File: src/verilog/ceia_defines.svh
`ifndef CEIA_DEFINES_SVH
`define CEIA_DEFINES_SVH

// register byte offsets
`define CEIA_OFS_STATUS   8'h00
`define CEIA_OFS_CONFIG   8'h04
`define CEIA_OFS_SAVED    8'h08
`define CEIA_OFS_RETADDR  8'h0C
`define CEIA_OFS_GENVEC   8'h10
`define CEIA_OFS_TLBVEC   8'h14
`define CEIA_OFS_EVSTAT   8'h18
`define CEIA_OFS_EVMASK   8'h1C

// vectors fixed when the core is configured
`define CEIA_GEN_VECTOR   32'h0000_0020
`define CEIA_TLB_VECTOR   32'h0000_0100

// field widths and reset values
`define CEIA_LVL_W        6
`define CEIA_SET_W        6
`define CEIA_EV_W         4
`define CEIA_STAT_RST     16'h0000
`define CEIA_CFG_RST      1'b0

// event bit positions
`define CEIA_EV_IRQ       0
`define CEIA_EV_NMI       1
`define CEIA_EV_FTLB      2
`define CEIA_EV_DTLB      3

`endif

File: src/verilog/ceia_pkg.sv
package ceia_pkg;

  // request presented by the external interrupt controller
  typedef struct packed {
    logic [31:0] req_handler_addr;
    logic [5:0]  req_reg_set;
    logic [5:0]  req_irq_level;
    logic        req_nonmaskable;
  } ceia_ext_irq_ctrl_iface_t;

  // processor status word, bit 0 is the interrupt enable
  typedef struct packed {
    logic       exception_in_progress;
    logic       nmi_in_progress;
    logic       same_set_nest_enable;
    logic [5:0] current_reg_set;
    logic [5:0] current_irq_level;
    logic       irq_enable_bit;
  } ceia_stat_t;

  // bus-side states of the slave
  typedef enum logic [2:0] {
    CEIA_BUS_IDLE  = 3'b001,
    CEIA_BUS_RWAIT = 3'b010,
    CEIA_BUS_RDATA = 3'b100
  } ceia_bus_st_t;

endpackage
File: src/verilog/ceia_exc_unit.sv
//
// Notes on behaviour
// - general vector fixed, no software write path
// - only noninterrupt exceptions use general vector
// - only fast tlb misses use tlb vector
// - nmi taken unless an nmi is in progress
// - maskable needs enable and higher level
// - maskable needs other set or nest enable
// - auto nesting config resets to zero
// - auto nesting keeps enable on maskable take
// - no auto nesting clears enable on take
// - software writing enable one re-enables interrupts
// - tlb miss with flag clear sets it, fast vector
// - flag set keeps saved exception state unchanged
`timescale 1ns/1ps
`include "ceia_defines.svh"

module ceia_exc_unit (
  // clock and reset
  input  wire logic                               clk_i,
  input  wire logic                               rst_b_i,
  // ahb-lite slave
  input  wire logic                               hsel_i,
  input  wire logic [7:0]                         haddr_i,
  input  wire logic [1:0]                         htrans_i,
  input  wire logic                               hwrite_i,
  input  wire logic [2:0]                         hsize_i,
  input  wire logic [31:0]                        hwdata_i,
  input  wire logic                               hready_i,
  output logic      [31:0]                        hrdata_o,
  output logic                                    hreadyout_o,
  output logic                                    hresp_o,
  // external interrupt controller request
  input  wire logic                               irq_req_valid_i,
  input  wire ceia_pkg::ceia_ext_irq_ctrl_iface_t irq_req_i,
  output logic                                    irq_ack_o,
  // pipeline exception sources
  input  wire logic                               exc_i,
  input  wire logic                               tlb_miss_i,
  input  wire logic [31:0]                        return_addr_i,
  input  wire logic                               eret_i,
  // redirect to the fetch unit and interrupt line
  output logic                                    redirect_o,
  output logic      [31:0]                        redirect_pc_o,
  output logic                                    irq_o
);

  // ********************************************************************
  // bus slave
  // ********************************************************************
  ceia_pkg::ceia_bus_st_t bus_st;
  ceia_pkg::ceia_bus_st_t next_bus_st;
  logic [7:0]             addr;
  logic [7:0]             next_addr;
  logic                   wr_pend;
  logic                   next_wr_pend;
  logic [31:0]            rdata;
  logic [31:0]            next_rdata;
  logic                   hready_q;
  logic                   next_hready_q;
  logic                   wr_now;
  logic [31:0]            rd_mux;

  ceia_pkg::ceia_stat_t   status;
  ceia_pkg::ceia_stat_t   next_status;
  ceia_pkg::ceia_stat_t   saved;
  ceia_pkg::ceia_stat_t   next_saved;
  logic                   auto_nest_cfg;
  logic                   next_auto_nest_cfg;
  logic [31:0]            ret_addr;
  logic [31:0]            next_ret_addr;
  logic [3:0]             ev_stat;
  logic [3:0]             next_ev_stat;
  logic [3:0]             ev_mask;
  logic [3:0]             next_ev_mask;

  // read mux over the register map, unmapped words read zero
  always_comb
  begin
    case (addr)
      `CEIA_OFS_STATUS:  rd_mux = {16'h0000, status};
      `CEIA_OFS_CONFIG:  rd_mux = {31'h0000_0000, auto_nest_cfg};
      `CEIA_OFS_SAVED:   rd_mux = {16'h0000, saved};
      `CEIA_OFS_RETADDR: rd_mux = ret_addr;
      `CEIA_OFS_GENVEC:  rd_mux = `CEIA_GEN_VECTOR;
      `CEIA_OFS_TLBVEC:  rd_mux = `CEIA_TLB_VECTOR;
      `CEIA_OFS_EVSTAT:  rd_mux = {28'h000_0000, ev_stat};
      `CEIA_OFS_EVMASK:  rd_mux = {28'h000_0000, ev_mask};
      default:           rd_mux = 32'h0000_0000;
    endcase
  end

  // reads take one wait state so a read right after a write sees it
  always_comb
  begin
    next_bus_st   = bus_st;
    next_addr     = addr;
    next_wr_pend  = 1'b0;
    next_rdata    = rdata;
    next_hready_q = 1'b1;
    wr_now        = wr_pend;
    case (bus_st)
      ceia_pkg::CEIA_BUS_IDLE:
      begin
        if (hsel_i && htrans_i[1] && hready_i)
        begin
          next_addr = haddr_i;
          if (hwrite_i)
            next_wr_pend = 1'b1;
          else
          begin
            next_bus_st   = ceia_pkg::CEIA_BUS_RWAIT;
            next_hready_q = 1'b0;
          end
        end
      end
      ceia_pkg::CEIA_BUS_RWAIT:
      begin
        next_rdata  = rd_mux;
        next_bus_st = ceia_pkg::CEIA_BUS_RDATA;
      end
      ceia_pkg::CEIA_BUS_RDATA:
      begin
        next_bus_st = ceia_pkg::CEIA_BUS_IDLE;
        if (hsel_i && htrans_i[1])
        begin
          next_addr = haddr_i;
          if (hwrite_i)
            next_wr_pend = 1'b1;
          else
          begin
            next_bus_st   = ceia_pkg::CEIA_BUS_RWAIT;
            next_hready_q = 1'b0;
          end
        end
      end
      default:
        next_bus_st = ceia_pkg::CEIA_BUS_IDLE;
    endcase
  end

  // bus registers
  always_ff @(posedge clk_i or negedge rst_b_i)
  begin
    if (!rst_b_i)
    begin
      bus_st   <= ceia_pkg::CEIA_BUS_IDLE;
      addr     <= 8'h00;
      wr_pend  <= 1'b0;
      rdata    <= 32'h0000_0000;
      hready_q <= 1'b1;
    end
    else
    begin
      bus_st   <= next_bus_st;
      addr     <= next_addr;
      wr_pend  <= next_wr_pend;
      rdata    <= next_rdata;
      hready_q <= next_hready_q;
    end
  end

  assign hrdata_o    = rdata;
  assign hreadyout_o = hready_q;
  assign hresp_o     = 1'b0;   // always okay

  // ********************************************************************
  // acceptance and dispatch
  // ********************************************************************
  logic        nmi_ok;
  logic        mask_ok;
  logic        take_irq;
  logic        take_exc;
  logic        fast_tlb;
  logic [3:0]  ev_set;
  logic        redirect_q;
  logic        next_redirect_q;
  logic [31:0] pc_q;
  logic [31:0] next_pc_q;
  logic        ack_q;
  logic        next_ack_q;
  logic        irq_q;

  // acceptance is re-evaluated every cycle; refused requests stay with the controller
  always_comb
  begin
    nmi_ok   = irq_req_i.req_nonmaskable && !status.nmi_in_progress;
    mask_ok  = !irq_req_i.req_nonmaskable && status.irq_enable_bit
               && (irq_req_i.req_irq_level > status.current_irq_level)
               && ((irq_req_i.req_reg_set != status.current_reg_set)
                   || status.same_set_nest_enable);
    // synchronous exceptions win over a request in the same cycle
    take_exc = exc_i || tlb_miss_i;
    take_irq = irq_req_valid_i && (nmi_ok || mask_ok) && !take_exc && !eret_i;
    fast_tlb = tlb_miss_i && !status.exception_in_progress;
  end

  // status, saved state and redirect
  always_comb
  begin
    next_status        = status;
    next_saved         = saved;
    next_ret_addr      = ret_addr;
    next_auto_nest_cfg = auto_nest_cfg;
    next_ev_mask       = ev_mask;
    next_redirect_q    = 1'b0;
    next_pc_q          = pc_q;
    next_ack_q         = 1'b0;
    ev_set             = 4'h0;
    // software writes first, hardware events below override them
    if (wr_now)
    begin
      case (addr)
        `CEIA_OFS_STATUS: next_status = ceia_pkg::ceia_stat_t'(hwdata_i[15:0]);
        `CEIA_OFS_CONFIG: next_auto_nest_cfg = hwdata_i[0];
        `CEIA_OFS_EVMASK: next_ev_mask = hwdata_i[3:0];
        default:          next_ev_mask = ev_mask;
      endcase
    end
    if (take_exc)
    begin
      if (!status.exception_in_progress)
      begin
        next_saved    = status;
        next_ret_addr = return_addr_i;
      end
      next_status.exception_in_progress = 1'b1;
      next_status.irq_enable_bit        = 1'b0;
      next_redirect_q = 1'b1;
      next_pc_q = fast_tlb ? `CEIA_TLB_VECTOR : `CEIA_GEN_VECTOR;
      ev_set[`CEIA_EV_FTLB] = fast_tlb;
      ev_set[`CEIA_EV_DTLB] = tlb_miss_i && status.exception_in_progress;
    end
    else if (take_irq)
    begin
      if (!status.exception_in_progress)
      begin
        next_saved    = status;
        next_ret_addr = return_addr_i;
      end
      // auto nesting keeps maskable handlers preemptible
      next_status.irq_enable_bit = auto_nest_cfg;
      next_status.current_irq_level    = irq_req_i.req_irq_level;
      next_status.current_reg_set      = irq_req_i.req_reg_set;
      next_status.same_set_nest_enable = 1'b0;
      next_status.nmi_in_progress      = irq_req_i.req_nonmaskable;
      next_redirect_q = 1'b1;
      next_pc_q       = irq_req_i.req_handler_addr;
      next_ack_q      = 1'b1;
      ev_set[`CEIA_EV_IRQ] = !irq_req_i.req_nonmaskable;
      ev_set[`CEIA_EV_NMI] = irq_req_i.req_nonmaskable;
    end
    else if (eret_i)
      next_status = saved;
    // sticky events: a set in the clearing cycle wins
    next_ev_stat = (ev_stat & ~((wr_now && addr == `CEIA_OFS_EVSTAT) ? hwdata_i[3:0] : 4'h0)) | ev_set;
  end

  // core state registers
  always_ff @(posedge clk_i or negedge rst_b_i)
  begin
    if (!rst_b_i)
    begin
      status        <= `CEIA_STAT_RST;
      saved         <= `CEIA_STAT_RST;
      ret_addr      <= 32'h0000_0000;
      auto_nest_cfg <= `CEIA_CFG_RST;
      ev_stat       <= 4'h0;
      ev_mask       <= 4'h0;
      redirect_q    <= 1'b0;
      pc_q          <= 32'h0000_0000;
      ack_q         <= 1'b0;
      irq_q         <= 1'b0;
    end
    else
    begin
      status        <= next_status;
      saved         <= next_saved;
      ret_addr      <= next_ret_addr;
      auto_nest_cfg <= next_auto_nest_cfg;
      ev_stat       <= next_ev_stat;
      ev_mask       <= next_ev_mask;
      redirect_q    <= next_redirect_q;
      pc_q          <= next_pc_q;
      ack_q         <= next_ack_q;
      irq_q         <= |(next_ev_stat & next_ev_mask);
    end
  end

  assign redirect_o    = redirect_q;
  assign redirect_pc_o = pc_q;
  assign irq_ack_o     = ack_q;
  assign irq_o         = irq_q;

  // ********************************************************************
  // checks
  // ********************************************************************
  nmi_refused_a: assert property (@(posedge clk_i) disable iff (!rst_b_i)
    (irq_req_valid_i && irq_req_i.req_nonmaskable && status.nmi_in_progress) |=> !irq_ack_o)
    else $error("nmi accepted while nmi in progress");
  level_gate_a: assert property (@(posedge clk_i) disable iff (!rst_b_i)
    (irq_req_valid_i && !irq_req_i.req_nonmaskable
     && irq_req_i.req_irq_level <= status.current_irq_level) |=> !irq_ack_o)
    else $error("maskable accepted at too low a level");
  same_set_a: assert property (@(posedge clk_i) disable iff (!rst_b_i)
    (irq_req_valid_i && !irq_req_i.req_nonmaskable && !status.same_set_nest_enable
     && irq_req_i.req_reg_set == status.current_reg_set) |=> !irq_ack_o)
    else $error("same set taken without nest enable");
  nest_keep_a: assert property (@(posedge clk_i) disable iff (!rst_b_i)
    (take_irq && !irq_req_i.req_nonmaskable && auto_nest_cfg) |=> status.irq_enable_bit)
    else $error("enable dropped with auto nesting");
  exc_clear_a: assert property (@(posedge clk_i) disable iff (!rst_b_i)
    take_exc |=> (!status.irq_enable_bit && redirect_o))
    else $error("exception left interrupts enabled");
  fast_tlb_a: assert property (@(posedge clk_i) disable iff (!rst_b_i)
    (tlb_miss_i && !status.exception_in_progress)
    |=> (status.exception_in_progress && redirect_pc_o == `CEIA_TLB_VECTOR))
    else $error("fast tlb miss misrouted");
  keep_saved_a: assert property (@(posedge clk_i) disable iff (!rst_b_i)
    (take_exc && status.exception_in_progress) |=> ($stable(saved) && $stable(ret_addr)))
    else $error("saved state overwritten");
  irq_vector_a: assert property (@(posedge clk_i) disable iff (!rst_b_i)
    take_irq |=> (irq_ack_o && redirect_pc_o == $past(irq_req_i.req_handler_addr)))
    else $error("interrupt not sent to its handler");
  nest_reset_a: assert property (@(posedge clk_i)
    !rst_b_i |=> (!auto_nest_cfg || $past(rst_b_i)))
    else $error("auto nesting not zero after reset");
  reenable_a: assert property (@(posedge clk_i) disable iff (!rst_b_i)
    (wr_now && addr == `CEIA_OFS_STATUS && hwdata_i[0] && !take_exc && !take_irq && !eret_i)
    |=> status.irq_enable_bit)
    else $error("software enable write lost");

endmodule // ceia_exc_unit

File: config.mk
export PLATFORM = sky130hd
export DESIGN_NAME = ceia_exc_unit
export DESIGN_NICKNAME = d
export VERILOG_FILES = /design/src/verilog/ceia_pkg.sv /design/src/verilog/ceia_exc_unit.sv
export VERILOG_INCLUDE_DIRS = /design/src /design/src/verilog
export SDC_FILE = /design/constraint.sdc
export NUM_CORES = 1
export LEC_CHECK = 0
export BUFFER_PORTS_ARGS = -buffer_cell sky130_fd_sc_hd__buf_2
export CAP_MARGIN = 5
export CORE_MARGIN = 2
export CORE_UTILIZATION = 30
export DETAILED_ROUTE_END_ITERATION = 8
export PLACE_DENSITY_LB_ADDON = 0.3
export SLEW_MARGIN = 20
export SYNTH_ARGS = -nofsm -noshare
export SYNTH_HDL_FRONTEND = slang
export SYNTH_SLANG_ARGS = --single-unit
File: constraint.sdc
create_clock -name clk_i -period 2.35 [get_ports clk_i]
set_input_delay 0.3525 -clock clk_i [delete_from_list [all_inputs] [get_ports clk_i]]
set_output_delay 0.3525 -clock clk_i [all_outputs]
set_load 0.02 [all_outputs]
==> impl_results.md <==
- Outcome: finished clean
- Post-Route Skew: 0.0163 ns
- YS warnings: 0
- Main flop type after synthesis: dfrtp_1
- Die ar.: 24,100 µm²
- Post-Synth Simple-Gate Area: 0.132
- CP max-delay cell: or4_4
- Antenna viol nets, final: 0
- Min-delay src: irq_req_i[27]
- Worst-skew pair later-pin latency: 0.43 ns
- Post-synth EDFFs: 0
- Gr usage total: 0.158
- Worst-path cell chain: xor2_1, or4_4, nor3_4, nor4_4, o21bai_4, buf_6, clkbuf_16, mux2_4
- Pre-CTS setup slack: -0.119 ns
- Worst Tran Pin Value: 0.569 ns
- Setup Total Neg Slack: 0 ns
- Sequential Power Share: 0.438
- Largest family of logic cells by synthesized area: multiplexers
- Chip Height: 155 µm
- Via Count: 5,341
- Die W: 155 µm
- Critical path peak fanout: 6
- Post-route core utilization: 0.404
- Xor/xnor cell area share of the yosys netlist: 0.00764
- Compound-Gate Fraction of Synth Area: 0.116
- Setup CP Type: reg -> reg
- First-pass GRT wire length: 29.5 mm
- H-Tree Depth: 4
- Switching Power: 0.00189 W
- CP max stage delay: 0.55 ns
- Final worst path period share: 0.974
- Async SR Flop Fraction: 1.00
- Initial antenna violation count: 3
- Syn avg cell area: 11.3 µm²
- PwrDens: 810 nW/µm²
- Clk slew on worst S/H paths: 0.07 ns
- Internal cell power: 0.00550 W
- Comb pwr share: 0.152
- Routed WL: 19.1 mm
- R2R cell count: 8
- Routed len/inst: 17.1 µm
- Fin crit period: 2.29 ns
- Pre-Repair DR Iteration Count: 5
- IO Pins: 200
- Netlist cell types: 61
- Largest net degree at the start of global routing: 56
- RSZ-0062 raised after global routing: yes
- Clock share of power: 0.410
- Gpl congestion: 0.805
- Relative slew slack: 0.620
- Post-route cell area: 9120 µm²
- Max Slew Vio Count: 0
- Yosys reg bits: 152
- Vias per inst: 4.79
- Mapped Cells: 611
- Reg2reg start: status[12]$_DFF_PN0_
- Startpoint Class: flop
- Share of layout cells above drive strength 1: 0.405
- R2r setup slk: 0.06 ns
- Crit path arrival time: 2.59 ns
- TritonCTS buffer count: 17
- Post-Syn Nets: 748
- Clk buf depth: 2
- Nets: 952
- Setup crit end kind: flop
- Buffers added on ports: 178
- Synth Area in Adders: 0.0109
- Static Leakage: 4.56 nW
- Root Buffer: clkbuf_16
- Sink Count: 152
- Final non-filler cell total: 1,116
- Detailed router's first-iteration violation count: 283
- Number of global-route vias before repair: 5,325
- Sequential share of the synthesized area: 0.553
- Hold WC Path Type: in -> reg
- Global route overflow: 0
- Hold EP: redirect_pc_o[14]$_DFFE_PN0N_
- Data required, critical path: 2.66 ns
- Final Hold Viols: 0
- WHS Path Cells: 3
- Row count: 55
- VDD IR-drop max: 396 µV
- Initial core utilization: 0.305
- CTS tree: yes
- Switching portion of total power: 0.256
- Mux contribution to synthesized area: 0.143
- Fin worst setup slack: 0.0604 ns
- Area Growth Syn to Fin: 32.7%
- Post-Place Cell Area: 8280 µm²
- RR Endpoint: ret_addr[4]$_DFFE_PN0P_
- Max_cap viols: 0
- F_max: 437 MHz
- DP Cell Count: 1,075
- Mapped Area: 6880 µm²
- Core Area: 22,600 µm²
- DRC errors left: 0
- Final setup fails: 0
- Final HPWL DP: 13.1 mm
cell usage after synthesis (2+ instances only):
| cell type | n | area, µm² |
|---|---|---|
| dfrtp_1 | 150 | 3750 |
| nand2_1 | 125 | 469 |
| o21ai_0 | 59 | 295 |
| mux2_2 | 32 | 360 |
| mux2_4 | 30 | 450 |
| a22oi_1 | 22 | 165 |
| nand3_1 | 20 | 100 |
| clkbuf_1 | 18 | 67.6 |
| mux2i_1 | 17 | 170 |
| a21oi_1 | 15 | 75.1 |
| nor2_1 | 13 | 48.8 |
| buf_2 | 12 | 60.1 |
| inv_1 | 9 | 33.8 |
| a22o_1 | 8 | 70.1 |
| ha_1 | 6 | 75.1 |
| nor3_1 | 5 | 25.0 |
| a221oi_1 | 3 | 26.3 |
| and3_1 | 3 | 18.8 |
| buf_12 | 3 | 60.1 |
| nor4_1 | 3 | 18.8 |
| xnor2_1 | 3 | 26.3 |
| xor2_1 | 3 | 26.3 |
| a21o_1 | 2 | 15.0 |
| a222oi_1 | 2 | 20.0 |
| and2_1 | 2 | 12.5 |
| buf_4 | 2 | 15.0 |
| dfstp_2 | 2 | 52.6 |
| nand2b_1 | 2 | 12.5 |
| nand4_1 | 2 | 12.5 |
| nor2b_1 | 2 | 12.5 |
| nor3b_1 | 2 | 15.0 |
| o21a_1 | 2 | 15.0 |
| o21ai_1 | 2 | 10.0 |
| o22ai_1 | 2 | 12.5 |
| or4_1 | 2 | 15.0 |
cells in the final DEF, fill, tap and decap left out, types with 4 or more instances in the layout:
cell	n
a21oi_1	14
a22o_1	8
a22oi_1	22
buf_12	7
buf_2	177
buf_4	28
buf_6	5
bufinv_16	4
clkbuf_16	19
clkbuf_8	4
dfrtp_1	150
ha_4	4
inv_1	5
inv_2	4
mux2_2	31
mux2_4	31
mux2i_1	17
nand2_1	125
nand3_1	20
nor2_1	12
nor3_1	5
o21ai_0	59
routing by layer:
metal / part of all wire / up-vias / GRT usage
li1: - / 2570 / -
met1: 0.47 / 2590 / 0.214
met2: 0.46 / 165 / 0.247
met3: 0.057 / 16 / 0.0501
met4: 0.013 / 0 / 0.0419
met5: 0 / - / 0
cells by family (layout without fill, tap and decap cells):
| logic type | after synthesis | count (layout) |
|---|---|---|
| compound gates | 126 | 126 |
| flops | 152 | 152 |
| xor+xnor | 6 | 6 |
| other cells | 1 | 4 |
| mux | 79 | 79 |
| buf+inv | 46 | 263 |
| fa+ha+maj | 6 | 6 |
| simple gates | 195 | 195 |
stage by stage:
stage	total power, W	hold slack [ns]
final	0.00739	0.122
after floorplan	0.00387	0.0569
after detailed placement	0.00434	0.366
after CTS	0.00741	0.106
after global routing	0.00773	0.119
after global placement	0.00431	0.368
flip-flops by register name, summed over array words and instances, names as in the netlist:
register	flops
addr	8
ret_addr	32
irq_ack_o	1
auto_nest_cfg	1
saved	15
status	16
redirect_pc_o	32
redirect_o	1
wr_now	1
ev_stat	4
hreadyout_o	1
irq_o	1
ev_mask	4
hrdata_o	32
bus_st	3
worst max path at each step:
stage                    startpoint                           end  slack [ns]  cells past startpoint
2_1_floorplan   status[6]$_DFF_PN0_      ret_addr[10]$_DFFE_PN0P_        0.10                      9
3_3_place_gp           irq_req_i[6]         saved[13]$_DFFE_PN0P_       -0.07                      9
3_5_place_dp           irq_req_i[4]  redirect_pc_o[5]$_DFFE_PN0N_       -0.12                     11
4_1_cts         status[6]$_DFF_PN0_      ret_addr[31]$_DFFE_PN0P_     -0.0002                      9
5_1_grt        status[12]$_DFF_PN0_         saved[12]$_DFFE_PN0P_       -0.03                      7
6_report       status[12]$_DFF_PN0_       ret_addr[4]$_DFFE_PN0P_        0.06                      8
critical path: cells and delay by family, from the launching register on:
family,cells,cell delay (ns)
XOR/XNOR,1,0.14
buffers and inverters,2,0.34
multiplexers,1,0.30
AO/OA/AOI/OAI,1,0.18
flip-flops,1,0.39
AND/OR/NAND/NOR,3,0.80
cell type report:
class | count | area [µm²]
timing repair buffer | 221 | 1390
inverter | 10 | 37.5
clock inverter | 9 | 161
tap | 285 | 357
antenna | 3 | 7.51
sequential | 152 | 3810
fill | 2228 | 13400
clock buffer | 23 | 488
multi-input combinational | 413 | 2880
timing repair:
item	4_1_cts	5_1_grt
gates cloned	1	3
hold endpoints to repair	52	0
buffers inserted	0	3
hold buffers	1	0
setup endpoints to repair	16	74
gates resized for setup	4	11
pin swaps	0	4
power groups by stage:
stage	clock (W)	sequential [W]	combinational (W)
after floorplan	0	0.00321	0.000661
after global placement	0	0.00326	0.00105
after detailed placement	0	0.00327	0.00107
after CTS	0.00310	0.00323	0.00108
after global routing	0.00322	0.00328	0.00124
final	0.00303	0.00323	0.00112
(Power assumes the default switching activity.)
